<file path="src/rtl/spd_pkg.sv">
/*
 * constants for the sleep pin direction block: register map, field layout, reset values.
 * assumes an avalon-mm slave with 32-bit data and byte addressing.
 */
// Function
// - Sleep entry resets all peripherals and the pin controller.
// - Normal direction register clears on hard, soft or sleep reset.
// - Sleep direction register keeps its bits through sleep entry.
// - During sleep all 22 pins follow the sleep direction bits.
// - Bit zero drives pin low as output; bit one makes input.
// - Sleep direction bits are latched before core supply drops.
// - Contents lost without core supply; software rewrites after wake.
// - Sleep entry clears release bit; pins held until set again. The code also frees them on a write of one to the hold bit.
// - Sleep reset sets port 2 transmit and receive polarity to one.
// - Sleep direction register initialised only by hardware reset.
// - Reserved bits ignore writes and read zero.
// - Bits 7..0 display data pins, bit 8 pixel clock.
// - Bit 9 line clock, bit 10 frame clock, bit 11 ac bias.
// - Bit 12 port 1 transmit, bit 13 port 1 receive.
// - Bit 14 port 2 transmit, bit 15 port 2 receive.
// - Bit 16 port 3 transmit, same encoding.
// - Bit 17 port 3 receive; 18..21 port 4 tx, rx, clock, frame.
package spd_pkg;
    localparam int          NPINS           = 22;
    localparam logic [31:0] SLEEP_DIR_ADDR  = 32'h9006000C;
    localparam logic [31:0] NORMAL_DIR_ADDR = 32'h90060000;
    localparam logic [31:0] CTRL_ADDR       = 32'h90060040;
    localparam logic [31:0] STATUS_ADDR     = 32'h90060044;
    localparam logic [21:0] SLEEP_DIR_RST   = 22'h3FFFFF;
    localparam logic [21:0] NORMAL_DIR_RST  = 22'h000000;
    localparam int          CTRL_HOLD_BIT   = 0;
    localparam int          CTRL_REL_BIT    = 1;
    localparam int          CTRL_TXP_BIT    = 2;
    localparam int          CTRL_RXP_BIT    = 3;
    localparam int          ST_SLEEP_BIT    = 0;
    localparam logic [31:0] UNMAPPED_DATA   = 32'h00000000;

    typedef enum logic [1:0] {
        SPD_RUN   = 2'b00,
        SPD_SLEEP = 2'b01,
        SPD_HOLD  = 2'b10
    } spd_mode_e;
endpackage : spd_pkg

</file>
<file path="src/rtl/spd_pin_cell.sv">
/*
 * one peripheral pin: selects between peripheral drive and the held sleep state.
 * assumes hold and latched bit are registered by the caller.
 */
`timescale 1ns/1ps
module spd_pin_cell (
    input  wire logic hold_i,
    input  wire logic sleep_bit_i,
    input  wire logic periph_out_i,
    input  wire logic periph_dir_i,
    output logic      pin_out_o,
    output logic      pin_oe_n_o
);
    // held: zero bit drives low, one bit releases to input
    always_comb begin
        if (hold_i) begin
            pin_out_o  = 1'b0;
            pin_oe_n_o = sleep_bit_i;
        end else begin
            pin_out_o  = periph_out_i;
            pin_oe_n_o = ~periph_dir_i;
        end
    end
endmodule : spd_pin_cell

</file>
<file path="src/rtl/spd_sleep_dir.sv">
/*
 * sleep pin direction register bank with pin hold and peripheral resets.
 * assumes avalon-mm master byte addressing, one clock, synchronous pin inputs.
 */
`timescale 1ns/1ps
module spd_sleep_dir (
    input  wire logic        sys_clk_i,
    input  wire logic        sys_rst_i,
    input  wire logic        soft_reset_i,
    input  wire logic        sleep_req_i,
    input  wire logic        wake_i,
    input  wire logic [31:0] avs_address_i,
    input  wire logic        avs_read_i,
    input  wire logic        avs_write_i,
    input  wire logic [31:0] avs_writedata_i,
    input  wire logic [3:0]  avs_byteenable_i,
    output logic [31:0]      avs_readdata_o,
    output logic             avs_waitrequest_o,
    input  wire logic [21:0] periph_out_i,
    input  wire logic [21:0] periph_dir_i,
    output logic [21:0]      pin_out_o,
    output logic [21:0]      pin_oe_n_o,
    output logic             periph_rst_o,
    output logic [21:0]      normal_pin_direction_o,
    output logic             port2_tx_polarity_o,
    output logic             port2_rx_polarity_o,
    output logic             pin_hold_flag_o
);
    ////////////////////////////////////////////////////////////////////////////
    typedef struct packed {
        logic [21:0]        sleep_dir;
        logic [21:0]        latched;
        logic [21:0]        normal_dir;
        logic               hold;
        logic               release_bit;
        logic               port2_tx_polarity;
        logic               port2_rx_polarity;
        logic               prst;
        logic               ack;
        logic [31:0]        rdata;
        spd_pkg::spd_mode_e mode;
        logic [21:0]        pout;
        logic [21:0]        poen;
    } spd_state_s;

    spd_state_s st_r;
    spd_state_s st_nxt;
    logic [21:0] cell_out;
    logic [21:0] cell_oen;

    // byte-lane merge used by the sleep and normal direction registers
    function automatic logic [31:0] spd_merge(input logic [31:0] old_v,
                                              input logic [31:0] new_v,
                                              input logic [3:0]  be);
        logic [31:0] r;
        r = old_v;
        for (int i = 0; i < 4; i++) begin
            if (be[i]) begin
                r[i*8 +: 8] = new_v[i*8 +: 8];
            end
        end
        return r;
    endfunction : spd_merge

    ////////////////////////////////////////////////////////////////////////////
    // pin cells: bit map is the identity, bit n steers pin n
    genvar g;
    generate
        for (g = 0; g < spd_pkg::NPINS; g++) begin : g_pin
            spd_pin_cell u_cell (
                .hold_i       (st_r.hold),
                .sleep_bit_i  (st_r.latched[g]),
                .periph_out_i (periph_out_i[g]),
                .periph_dir_i (periph_dir_i[g]),
                .pin_out_o    (cell_out[g]),
                .pin_oe_n_o   (cell_oen[g])
            );
        end
    endgenerate

    ////////////////////////////////////////////////////////////////////////////
    // next-state logic; every access answers in one wait cycle
    always_comb begin
        logic        acc;
        logic [31:0] w;
        acc    = (avs_read_i | avs_write_i) & ~st_r.ack;
        w      = 32'h00000000;
        st_nxt = st_r;
        st_nxt.ack   = acc;
        st_nxt.prst  = 1'b0;
        st_nxt.pout  = cell_out;
        st_nxt.poen  = cell_oen;
        if (acc && avs_read_i) begin
            unique case (avs_address_i)
                spd_pkg::SLEEP_DIR_ADDR:  st_nxt.rdata = {10'h000, st_r.sleep_dir};
                spd_pkg::NORMAL_DIR_ADDR: st_nxt.rdata = {10'h000, st_r.normal_dir};
                spd_pkg::CTRL_ADDR:       st_nxt.rdata = {28'h0000000, st_r.port2_rx_polarity, st_r.port2_tx_polarity,
                                                          st_r.release_bit, st_r.hold};
                spd_pkg::STATUS_ADDR:     st_nxt.rdata = {31'h00000000,
                                              st_r.mode == spd_pkg::SPD_SLEEP};
                default:                  st_nxt.rdata = spd_pkg::UNMAPPED_DATA;
            endcase
        end
        // a write lands on the edge at which the master sees waitrequest low,
        // so the register and the master agree on the edge that takes the value;
        // the ack cycle itself is the only cycle in which a write can land
        if (st_r.ack && avs_write_i) begin
            unique case (avs_address_i)
                spd_pkg::SLEEP_DIR_ADDR: begin
                    w = spd_merge({10'h000, st_r.sleep_dir}, avs_writedata_i,
                                  avs_byteenable_i);
                    st_nxt.sleep_dir = w[21:0];
                end
                spd_pkg::NORMAL_DIR_ADDR: begin
                    w = spd_merge({10'h000, st_r.normal_dir}, avs_writedata_i,
                                  avs_byteenable_i);
                    st_nxt.normal_dir = w[21:0];
                end
                spd_pkg::CTRL_ADDR: begin
                    if (avs_byteenable_i[0]) begin
                        // hold is write-one-to-clear; release bit set releases pins
                        if (avs_writedata_i[spd_pkg::CTRL_HOLD_BIT]) begin
                            st_nxt.hold = 1'b0;
                        end
                        if (avs_writedata_i[spd_pkg::CTRL_REL_BIT]) begin
                            st_nxt.release_bit = 1'b1;
                            st_nxt.hold        = 1'b0;
                        end
                        st_nxt.port2_tx_polarity = avs_writedata_i[spd_pkg::CTRL_TXP_BIT];
                        st_nxt.port2_rx_polarity = avs_writedata_i[spd_pkg::CTRL_RXP_BIT];
                    end
                end
                default: ;
            endcase
        end
        // soft reset clears peripherals but never the sleep direction bits
        if (soft_reset_i) begin
            st_nxt.normal_dir = spd_pkg::NORMAL_DIR_RST;
            st_nxt.prst       = 1'b1;
        end
        unique case (st_r.mode)
            spd_pkg::SPD_RUN: begin
                if (sleep_req_i) begin
                    st_nxt.mode        = spd_pkg::SPD_SLEEP;
                    st_nxt.prst        = 1'b1;
                    st_nxt.normal_dir  = spd_pkg::NORMAL_DIR_RST;
                    st_nxt.port2_tx_polarity         = 1'b1;
                    st_nxt.port2_rx_polarity         = 1'b1;
                    st_nxt.release_bit = 1'b0;
                    st_nxt.hold        = 1'b1;
                    st_nxt.latched     = st_r.sleep_dir;
                end
            end
            spd_pkg::SPD_SLEEP: begin
                st_nxt.prst = 1'b1;
                if (wake_i) begin
                    st_nxt.mode = spd_pkg::SPD_HOLD;
                end
            end
            spd_pkg::SPD_HOLD: begin
                if (!st_nxt.hold) begin
                    st_nxt.mode = spd_pkg::SPD_RUN;
                end
            end
            default: st_nxt.mode = spd_pkg::SPD_RUN;
        endcase
    end

    ////////////////////////////////////////////////////////////////////////////
    // only the hardware reset initialises the sleep direction bits
    always_ff @(posedge sys_clk_i or posedge sys_rst_i) begin
        if (sys_rst_i) begin
            st_r.sleep_dir   <= spd_pkg::SLEEP_DIR_RST;
            st_r.latched     <= spd_pkg::SLEEP_DIR_RST;
            st_r.normal_dir  <= spd_pkg::NORMAL_DIR_RST;
            st_r.hold        <= 1'b0;
            st_r.release_bit <= 1'b0;
            st_r.port2_tx_polarity         <= 1'b1;
            st_r.port2_rx_polarity         <= 1'b1;
            st_r.prst        <= 1'b1;
            st_r.ack         <= 1'b0;
            st_r.rdata       <= 32'h00000000;
            st_r.mode        <= spd_pkg::SPD_RUN;
            st_r.pout        <= 22'h000000;
            st_r.poen        <= 22'h3FFFFF;
        end else begin
            st_r <= st_nxt;
        end
    end

    // outputs straight from the state flip-flops
    assign avs_readdata_o         = st_r.rdata;
    assign avs_waitrequest_o      = ~st_r.ack;
    assign pin_out_o              = st_r.pout;
    assign pin_oe_n_o             = st_r.poen;
    assign periph_rst_o           = st_r.prst;
    assign normal_pin_direction_o = st_r.normal_dir;
    assign port2_tx_polarity_o    = st_r.port2_tx_polarity;
    assign port2_rx_polarity_o    = st_r.port2_rx_polarity;
    assign pin_hold_flag_o        = st_r.hold;
endmodule : spd_sleep_dir

</file>
<file path="config.mk">
export PLATFORM = sky130hd
export DESIGN_NAME = spd_sleep_dir
export DESIGN_NICKNAME = d
export VERILOG_FILES = /design/src/rtl/spd_pkg.sv /design/src/rtl/spd_pin_cell.sv /design/src/rtl/spd_sleep_dir.sv
export SDC_FILE = /design/constraint.sdc
export NUM_CORES = 1
export LEC_CHECK = 0
export BUFFER_PORTS_ARGS = -buffer_cell sky130_fd_sc_hd__buf_2
export CORE_UTILIZATION = 40
export CTS_BUF_LIST = sky130_fd_sc_hd__clkbuf_4
export DETAILED_ROUTE_END_ITERATION = 8
export GPL_ROUTABILITY_DRIVEN = 1
export HOLD_SLACK_MARGIN = 0.15
export PLACE_DENSITY = 0.71
export SETUP_SLACK_MARGIN = 0.05
export SLEW_MARGIN = 10
export SYNTH_ARGS = -nofsm -noshare
export SYNTH_HDL_FRONTEND = slang
export SYNTH_SLANG_ARGS = --single-unit
</file>
<file path="constraint.sdc">
create_clock -name sys_clk_i -period 10.25 [get_ports sys_clk_i]
set_input_delay 2.05 -clock sys_clk_i [delete_from_list [all_inputs] [get_ports sys_clk_i]]
set_output_delay 2.05 -clock sys_clk_i [all_outputs]
set_load 0.005 [all_outputs]
</file>
==> reports/qor.yml, run 1 <==
status: "finished clean"
ys_top_cells_by_area: "dfstp_2, dfrtp_1, buf_4"
io_pins: 222
p_per_area_nw_per_um2: 146
cts_setup_buffers: 0
grt_max_degree: 73
grt_pass1_wl_um: 23800
layout_commonest_cell: "buf_2"
required_ns: 10.68
synth_area_leader_cell: "dfstp_2"
initial_core_util: 0.415
setup_slack_ns: 6.04
wire_per_inst_um: 16.2
placed_area_sq_um: 7220
end_kind: "register"
netlist_instances: 574
ant_nets: 0
place.gp.congestion: 0.748
die_w_um: 131
mostFrequentLayoutCells: "buf_2, nand2_1, dfrtp_1"
ys_ff_latch: 140
drt_wl_total_um: 14800
syn_area_sq_um: 6690
postSynthAreaPerCell_sq_um: 11.7
finalMaxSlewViolations: 0
synth_edf_count: 0
synthFlopType: "dfrtp_1"
synth_top_area_share: 0.271
dieHeight_um: 131
final_nets: 803
ctsRootBufferMaster: "clkbuf_4"
synthDistinctLibCells: 38
first_global_vias: 4358
clk_path_buf_depth: 2
via_per_inst: 4.79
hpwl_um: 10300
drive_above_1_share: 0.516
dr.pass1.iters: 4
async_flop_share: 1.00
antenna_found_initial: 1
yosysWarnings: 0
holdBufCountCts: 0
clk_pin_slew_ns: 0.12
report.power.total_mw: 1.11
grt-ovfl-total: 0
core_sq_um: 16100
ir_drop_mv: 0.0747
vias: 4378
fmax_mhz: 238
hold_viol_final: 0
cts_resized: 0
fin_crit_sh: 0.410
r2r-start: "st_r[78]"
setup_viol: 0
h-tree-depth: 4
drt_iter0_markers: 228
finalSetupTns_ns: 0
area_delta_synth_final_pct: 13.3
crit_type: "in -> reg"
arrival_ns: 4.63
core.rowCount: 46
rsz0062_at_grt: "no"
insertion_delay_ns: 0.54
tritoncts: "yes"
design_area_sq_um: 7580
cts_buffers: 17
crit_fanout: 23
finalClockSkew_ns: 0.0176
p_leak_nw: 3.59
maxSlewHeadroom: 0.273
hp-start: "avs_readdata_o[21]"
drc_errors: 0
stdcell_count: 914
io_buffers: 200
die_area_sq_um: 17300
hp-class: "reg -> reg"
min_period_ns: 4.21
worst_pin_slew_ns: 1.09
dp_slack_ns: 5.54
startpoint: "avs_read_i"
cp-start-kind: "input port"
cts_sinks: 140
dp.cells: 881
maxCapViolCount: 0
gr-usage-all-layers: 0.179
synth_seq_area_share: 0.536
==> report_power, final <==
part	leakage [nW]	switching [mW]	internal (mW)
Sequential	1.69	0.00660	0.560
Clock	0.184	0.210	0.226
Combinational	1.71	0.0661	0.0399
Total	3.59	0.283	0.825
==> Yosys cell counts (2+ instances only) <==
master     n
a21oi_1    2
a22oi_1   21
a32o_1     4
buf_1      2
buf_4     98
clkbuf_1  22
dfrtp_1   71
dfstp_2   69
inv_1      5
mux2_1     6
mux2_2    21
mux2_4    16
mux2i_1   26
nand2_1   89
nand2b_1   2
nand3_1    5
nand4_1    4
nor2_1    13
nor2b_1   26
nor4_4    10
nor4b_1    3
o21ai_0   26
o31ai_1   18
==> stage by stage <==
step / hold WS, ns / utilization
finish: 0.483 / 0.470
detailed placement: 0.464 / 0.448
CTS: 0.490 / 0.470
floorplan: 0.450 / -
global route: 0.503 / 0.470
global placement: 0.455 / 0.448
==> logic make-up after synthesis <==
group                  share of synthesized area
multiplexers                               0.120
other                                   0.000560
AO/OA/AOI/OAI                             0.0753
AND/OR/NAND/NOR                            0.140
buffers and inverters                      0.126
XOR/XNOR                                 0.00131
flip-flops                                 0.536
==> metal layers <==
| layer | track usage | vias up | wire (um) | part of all wire |
|---|---|---|---|---|
| met1 | 0.232 | 2117 | 6760 | 0.46 |
| met5 | 0 | - | 0 | 0 |
| met4 | 0.0724 | 0 | 250 | 0.017 |
| li1 | - | 2082 | - | - |
| met2 | 0.283 | 159 | 6960 | 0.47 |
| met3 | 0.0475 | 20 | 848 | 0.057 |
==> cell type report <==
cell class | instances | area, sq um
timing repair buffer | 204 | 1030
multi-input combinational | 316 | 2300
inverter | 5 | 23.8
fill | 1479 | 8540
sequential | 140 | 3590
clock inverter | 13 | 214
clock buffer | 19 | 143
tap | 216 | 270
antenna | 1 | 2.50
==> sequential cells by signal (all words and copies together), names as in the netlist <==
name and flops:
avs_readdata_o 22, normal_pin_direction_o 22, periph_rst_o 1, pin_hold_flag_o 1, pin_oe_n_o 22, pin_out_o 22, port2_rx_polarity_o 1, port2_tx_polarity_o 1
st_r 48
==> critical path: stages <==
cell,delay [ns]
buf_2,0.09
nand2b_1,0.53
nor4b_1,0.56
nand3_1,0.84
o31ai_1,0.55
==> final timing paths <==
path	slack (ns)	cells after the start	end
setup / recovery	6.04	5	avs_readdata_o[15]
hold / removal	0.48	2	avs_readdata_o[21]
setup reg to reg	7.07	4	avs_readdata_o[15]
hold reg to reg	0.48	2	avs_readdata_o[21]
max in group asynchronous	7.32	3	pin_hold_flag_o
min in group asynchronous	1.58	2	avs_readdata_o[6]
Power figures use the tool's default switching activity.
==> inputs of run 2 (changes only) <==
- clock period: 10.25 -> 4.1 ns (I/O delays scaled with it)
==> run 2 against run 1 <==
Against the previous run: sequential share of layout area did not move; final cell count rose by 0.55%; first-iteration DRC count fell by 8.3%; non-clock buffer count rose by 6; clock skew fell by 0.0031 ns; critical path depth fell by 3; power rose by 140%; count of clock-buffer cells in the layout fell by 1; core utilization did not move.
==> reports/qor.yml, run 2 (same netlist as run 1, synthesis figures left out) <==
status: "finished clean"
die_area_sq_um: 17300
layout_commonest_cell: "buf_2"
dieHeight_um: 131
crit_type: "reg -> out"
setup_viol: 0
report.power.total_mw: 2.64
required_ns: 3.28
dr.pass1.iters: 4
grt_pass1_wl_um: 23900
io_pins: 222
rsz0062_at_grt: "no"
crit_fanout: 62
cp-start-kind: "register"
mostFrequentLayoutCells: "buf_2, nand2_1, dfrtp_1"
tritoncts: "yes"
antenna_found_initial: 1
h-tree-depth: 4
vias: 4405
holdWs_ns: 0.396
initial_core_util: 0.415
io_buffers: 200
gr-usage-all-layers: 0.181
worst_pin_slew_ns: 1.08
max_stage_delay_ns: 0.50
crit_chain: "buf_4 > buf_2"
end_kind: "output port"
setup_slack_ns: 1.52
hold_viol_final: 0
min_period_ns: 2.58
p_leak_nw: 3.59
cts_buffers: 17
area_delta_synth_final_pct: 13.3
grt_max_degree: 63
first_global_vias: 4361
slowest_stage: "buf_4"
insertion_delay_ns: 0.55
ctsRootBufferMaster: "clkbuf_4"
fin_crit_sh: 0.629
ir_drop_mv: 0.171
cts_sinks: 140
place.gp.congestion: 0.736
dp_slack_ns: 1.19
grt-ovfl-total: 0
cts_setup_buffers: 0
fmax_mhz: 388
via_per_inst: 4.79
largest_reg_flops: 48
diodes: 0
wire_per_inst_um: 16.3
drt_wl_total_um: 14900
drc_errors: 0
final_nets: 809
die_w_um: 131
cts_resized: 0
hpwl_um: 10500
clk_pin_slew_ns: 0.13
maxCapViolCount: 0
holdBufCountCts: 0
drive_above_1_share: 0.521
ant_nets: 0
hp-class: "in -> reg"
core.rowCount: 46
arrival_ns: 1.76
finalMaxSlewViolations: 0
p_per_area_nw_per_um2: 349
finalSetupTns_ns: 0
finalClockSkew_ns: 0.0145
core_sq_um: 16100
clk_path_buf_depth: 2
drt_iter0_markers: 209
maxSlewHeadroom: 0.280
regMostFlops: "st_r"
## run 2: cell types whose count changed in the layout (fill, tap and decap cells not counted), sizes merged
cell      before  now
bufinv         5    3
diode          1    0
clkbuf        19   18
buf          204  210
clkinv         4    5
clkinvlp       2    4
## run 2: cell type report
cell class | count | area (sq um)
multi-input cells | 316 | 2300
fillers | 1494 | 8540
clock buffers | 18 | 135
inverters | 5 | 22.5
clock inverters | 14 | 168
flip-flops and latches | 140 | 3590
repair buffers | 210 | 1090
well taps | 216 | 270
## run 2: path summary, 6_finish.rpt
path,cells after the start,startpoint,end,slack (ns)
min in group asynchronous,2,sys_rst_i,avs_readdata_o[1],0.48
max reg2reg,3,st_r[78],st_r[133],2.11
max,2,pin_hold_flag_o,pin_hold_flag_o,1.52
min,2,periph_dir_i[10],pin_oe_n_o[10],0.40
max in group asynchronous,3,sys_rst_i,pin_oe_n_o[5],2.63
min reg2reg,2,avs_readdata_o[7],avs_readdata_o[7],0.49
## run 2: through the flow
step	utilization	cell area, sq um	instances
after floorplan	-	6730	583
after global placement	0.452	7280	887
after detailed placement	0.452	7280	887
after CTS	0.470	7580	919
after global routing	0.470	7580	919
final	0.470	7580	919
## run 2: power breakdown
group | internal (mW) | switching, mW | total [mW]
sequential | 1.40 | 0.0160 | 1.42
combinational | 0.103 | 0.166 | 0.269
clock | 0.431 | 0.528 | 0.959
total | 1.93 | 0.710 | 2.64
## run 2: worst max-delay path, delay by kind of cell (launching register included)
kind | cells | cell delay [ns]
DFF | 1 | 0.47
buffers and inverters | 2 | 0.72
## run 2: metal layers
layer / part of all wire / track usage
met5: 0 / 0
met1: 0.45 / 0.231
met4: 0.015 / 0.0549
met3: 0.064 / 0.0590
met2: 0.47 / 0.291
==> inputs of run 3 (changes only) <==
- clock period: 4.1 -> 2.7 ns (I/O delays scaled with it)
==> run 3 against run 2 <==
Against the previous run: first-iteration DRC count decreased by 10%; clock skew increased by 0.0015 ns; critical path depth decreased by 1; worst hold slack got worse by 0.18 ns; largest cell class unchanged; highest routed layer unchanged.
==> reports/qor.yml, run 3 (same netlist as run 1, synthesis figures left out) <==
drc_errors: 0
fin_crit_sh: 0.723
dp_slack_ns: 0.256
drt_wl_total_um: 15100
layout_commonest_cell: "buf_2"
cp_top_family: "flip-flops"
grt.busiest_layer: "met2"
clkPwrFrac: 0.358
grtUsageMet3: 0.0471
drive_above_1_share: 0.507
final_util: 0.493
crit_fanout: 20
min_period_ns: 1.95
finalSetupTns_ns: 0
die_area_sq_um: 17300
clk_path_buf_depth: 2
met1_usage: 0.246
hp-class: "in -> reg"
end_kind: "output port"
diodes: 0
combPwrFrac: 0.113
critPathBufInv: 1
finalMaxSlewViolations: 0
status: "finished clean"
first_global_vias: 4515
met2_usage: 0.298
dieHeight_um: 131
vias: 4533
die_w_um: 131
fmax_mhz: 512
tritoncts: "yes"
required_ns: 2.16
largest_reg_flops: 48
area_delta_synth_final_pct: 18.7
switching_share: 0.267
dp.cells: 895
core.rowCount: 46
h-tree-depth: 4
max_stage_delay_ns: 0.69
setup_viol: 0
holdWs_ns: 0.220
ant_nets: 0
ir_drop_mv: 0.247
place.gp.congestion: 0.735
cts_buffers: 17
finalClockSkew_ns: 0.0160
final_nets: 841
regMostFlops: "st_r"
dr.pass1.iters: 4
cts_setup_buffers: 0
insertion_delay_ns: 0.52
gr-usage-all-layers: 0.185
ctsRootBufferMaster: "clkbuf_4"
wire_per_inst_um: 15.8
crit_type: "reg -> out"
grt_pass1_wl_um: 24600
maxCapViolCount: 0
power_frac_seq: 0.529
worst_pin_slew_ns: 0.785
grt-ovfl-total: 0
maxSlewHeadroom: 0.476
p_per_area_nw_per_um2: 512
n_fill_cell: 1435
stdcell_count: 951
via_per_inst: 4.77
core_sq_um: 16100
cts_resized: 0
design_area_sq_um: 7940
mostFrequentLayoutCells: "buf_2, nand2_1, dfrtp_1"
hold_viol_final: 0
arrival_ns: 1.41
initial_core_util: 0.415
p_leak_nw: 3.75
slowest_stage: "dfrtp_2"
p_int_mw: 2.98
drt_iter0_markers: 188
crit_chain: "buf_2"
placed_area_sq_um: 7390
setup_slack_ns: 0.747
report.power.total_mw: 4.07
grt_max_degree: 52
antenna_found_initial: 0
clk_pin_slew_ns: 0.13
hpwl_um: 10800
io_buffers: 200
p_sw_mw: 1.09
cts_sinks: 140
io_pins: 222
cp-start-kind: "register"
rsz0062_at_grt: "no"
-- run 3: cell type report --
cell class	count	area, sq um	share of cell area
Sequential cell	140	3590	0.452
Multi-Input combinational cell	316	2300	0.290
Timing Repair Buffer	242	1440	0.181
Tap cell	216	270	0.0340
Clock inverter	15	186	0.0235
Clock buffer	17	128	0.0161
Inverter	5	22.5	0.00284
-- run 3: worst paths after layout --
kind	depth (start not counted)	slack, ns	end	from
hold / removal	2	0.22	pin_out_o[12]	periph_out_i[12]
max in group asynchronous	4	1.33	st_r[148]	sys_rst_i
hold reg to reg	2	0.49	avs_readdata_o[6]	avs_readdata_o[6]
setup reg to reg	5	0.96	avs_readdata_o[7]	st_r[78]
setup / recovery	1	0.75	pin_hold_flag_o	pin_hold_flag_o
min in group asynchronous	3	0.67	st_r[45]	sys_rst_i
-- run 3: timing repair --
action                     CTS  global route
hold endpoints to repair    37             0
setup endpoints to repair    0             0
hold buffers                24             0
-- run 3: routing by layer --
layer  part of all wire  up-vias
met2               0.48      148
met1               0.46     2221
met5                  0        -
met3              0.053       11
li1                   -     2153
met4              0.010        0
-- run 3: power by group through the flow --
stage / Sequential (mW) / Clock (mW) / Combinational, mW
floorplan: 2.18 / 0 / 0.249
global placement: 2.18 / 0 / 0.434
detailed placement: 2.18 / 0 / 0.443
CTS: 2.15 / 1.52 / 0.470
global route: 2.16 / 1.62 / 0.511
finish: 2.15 / 1.46 / 0.459
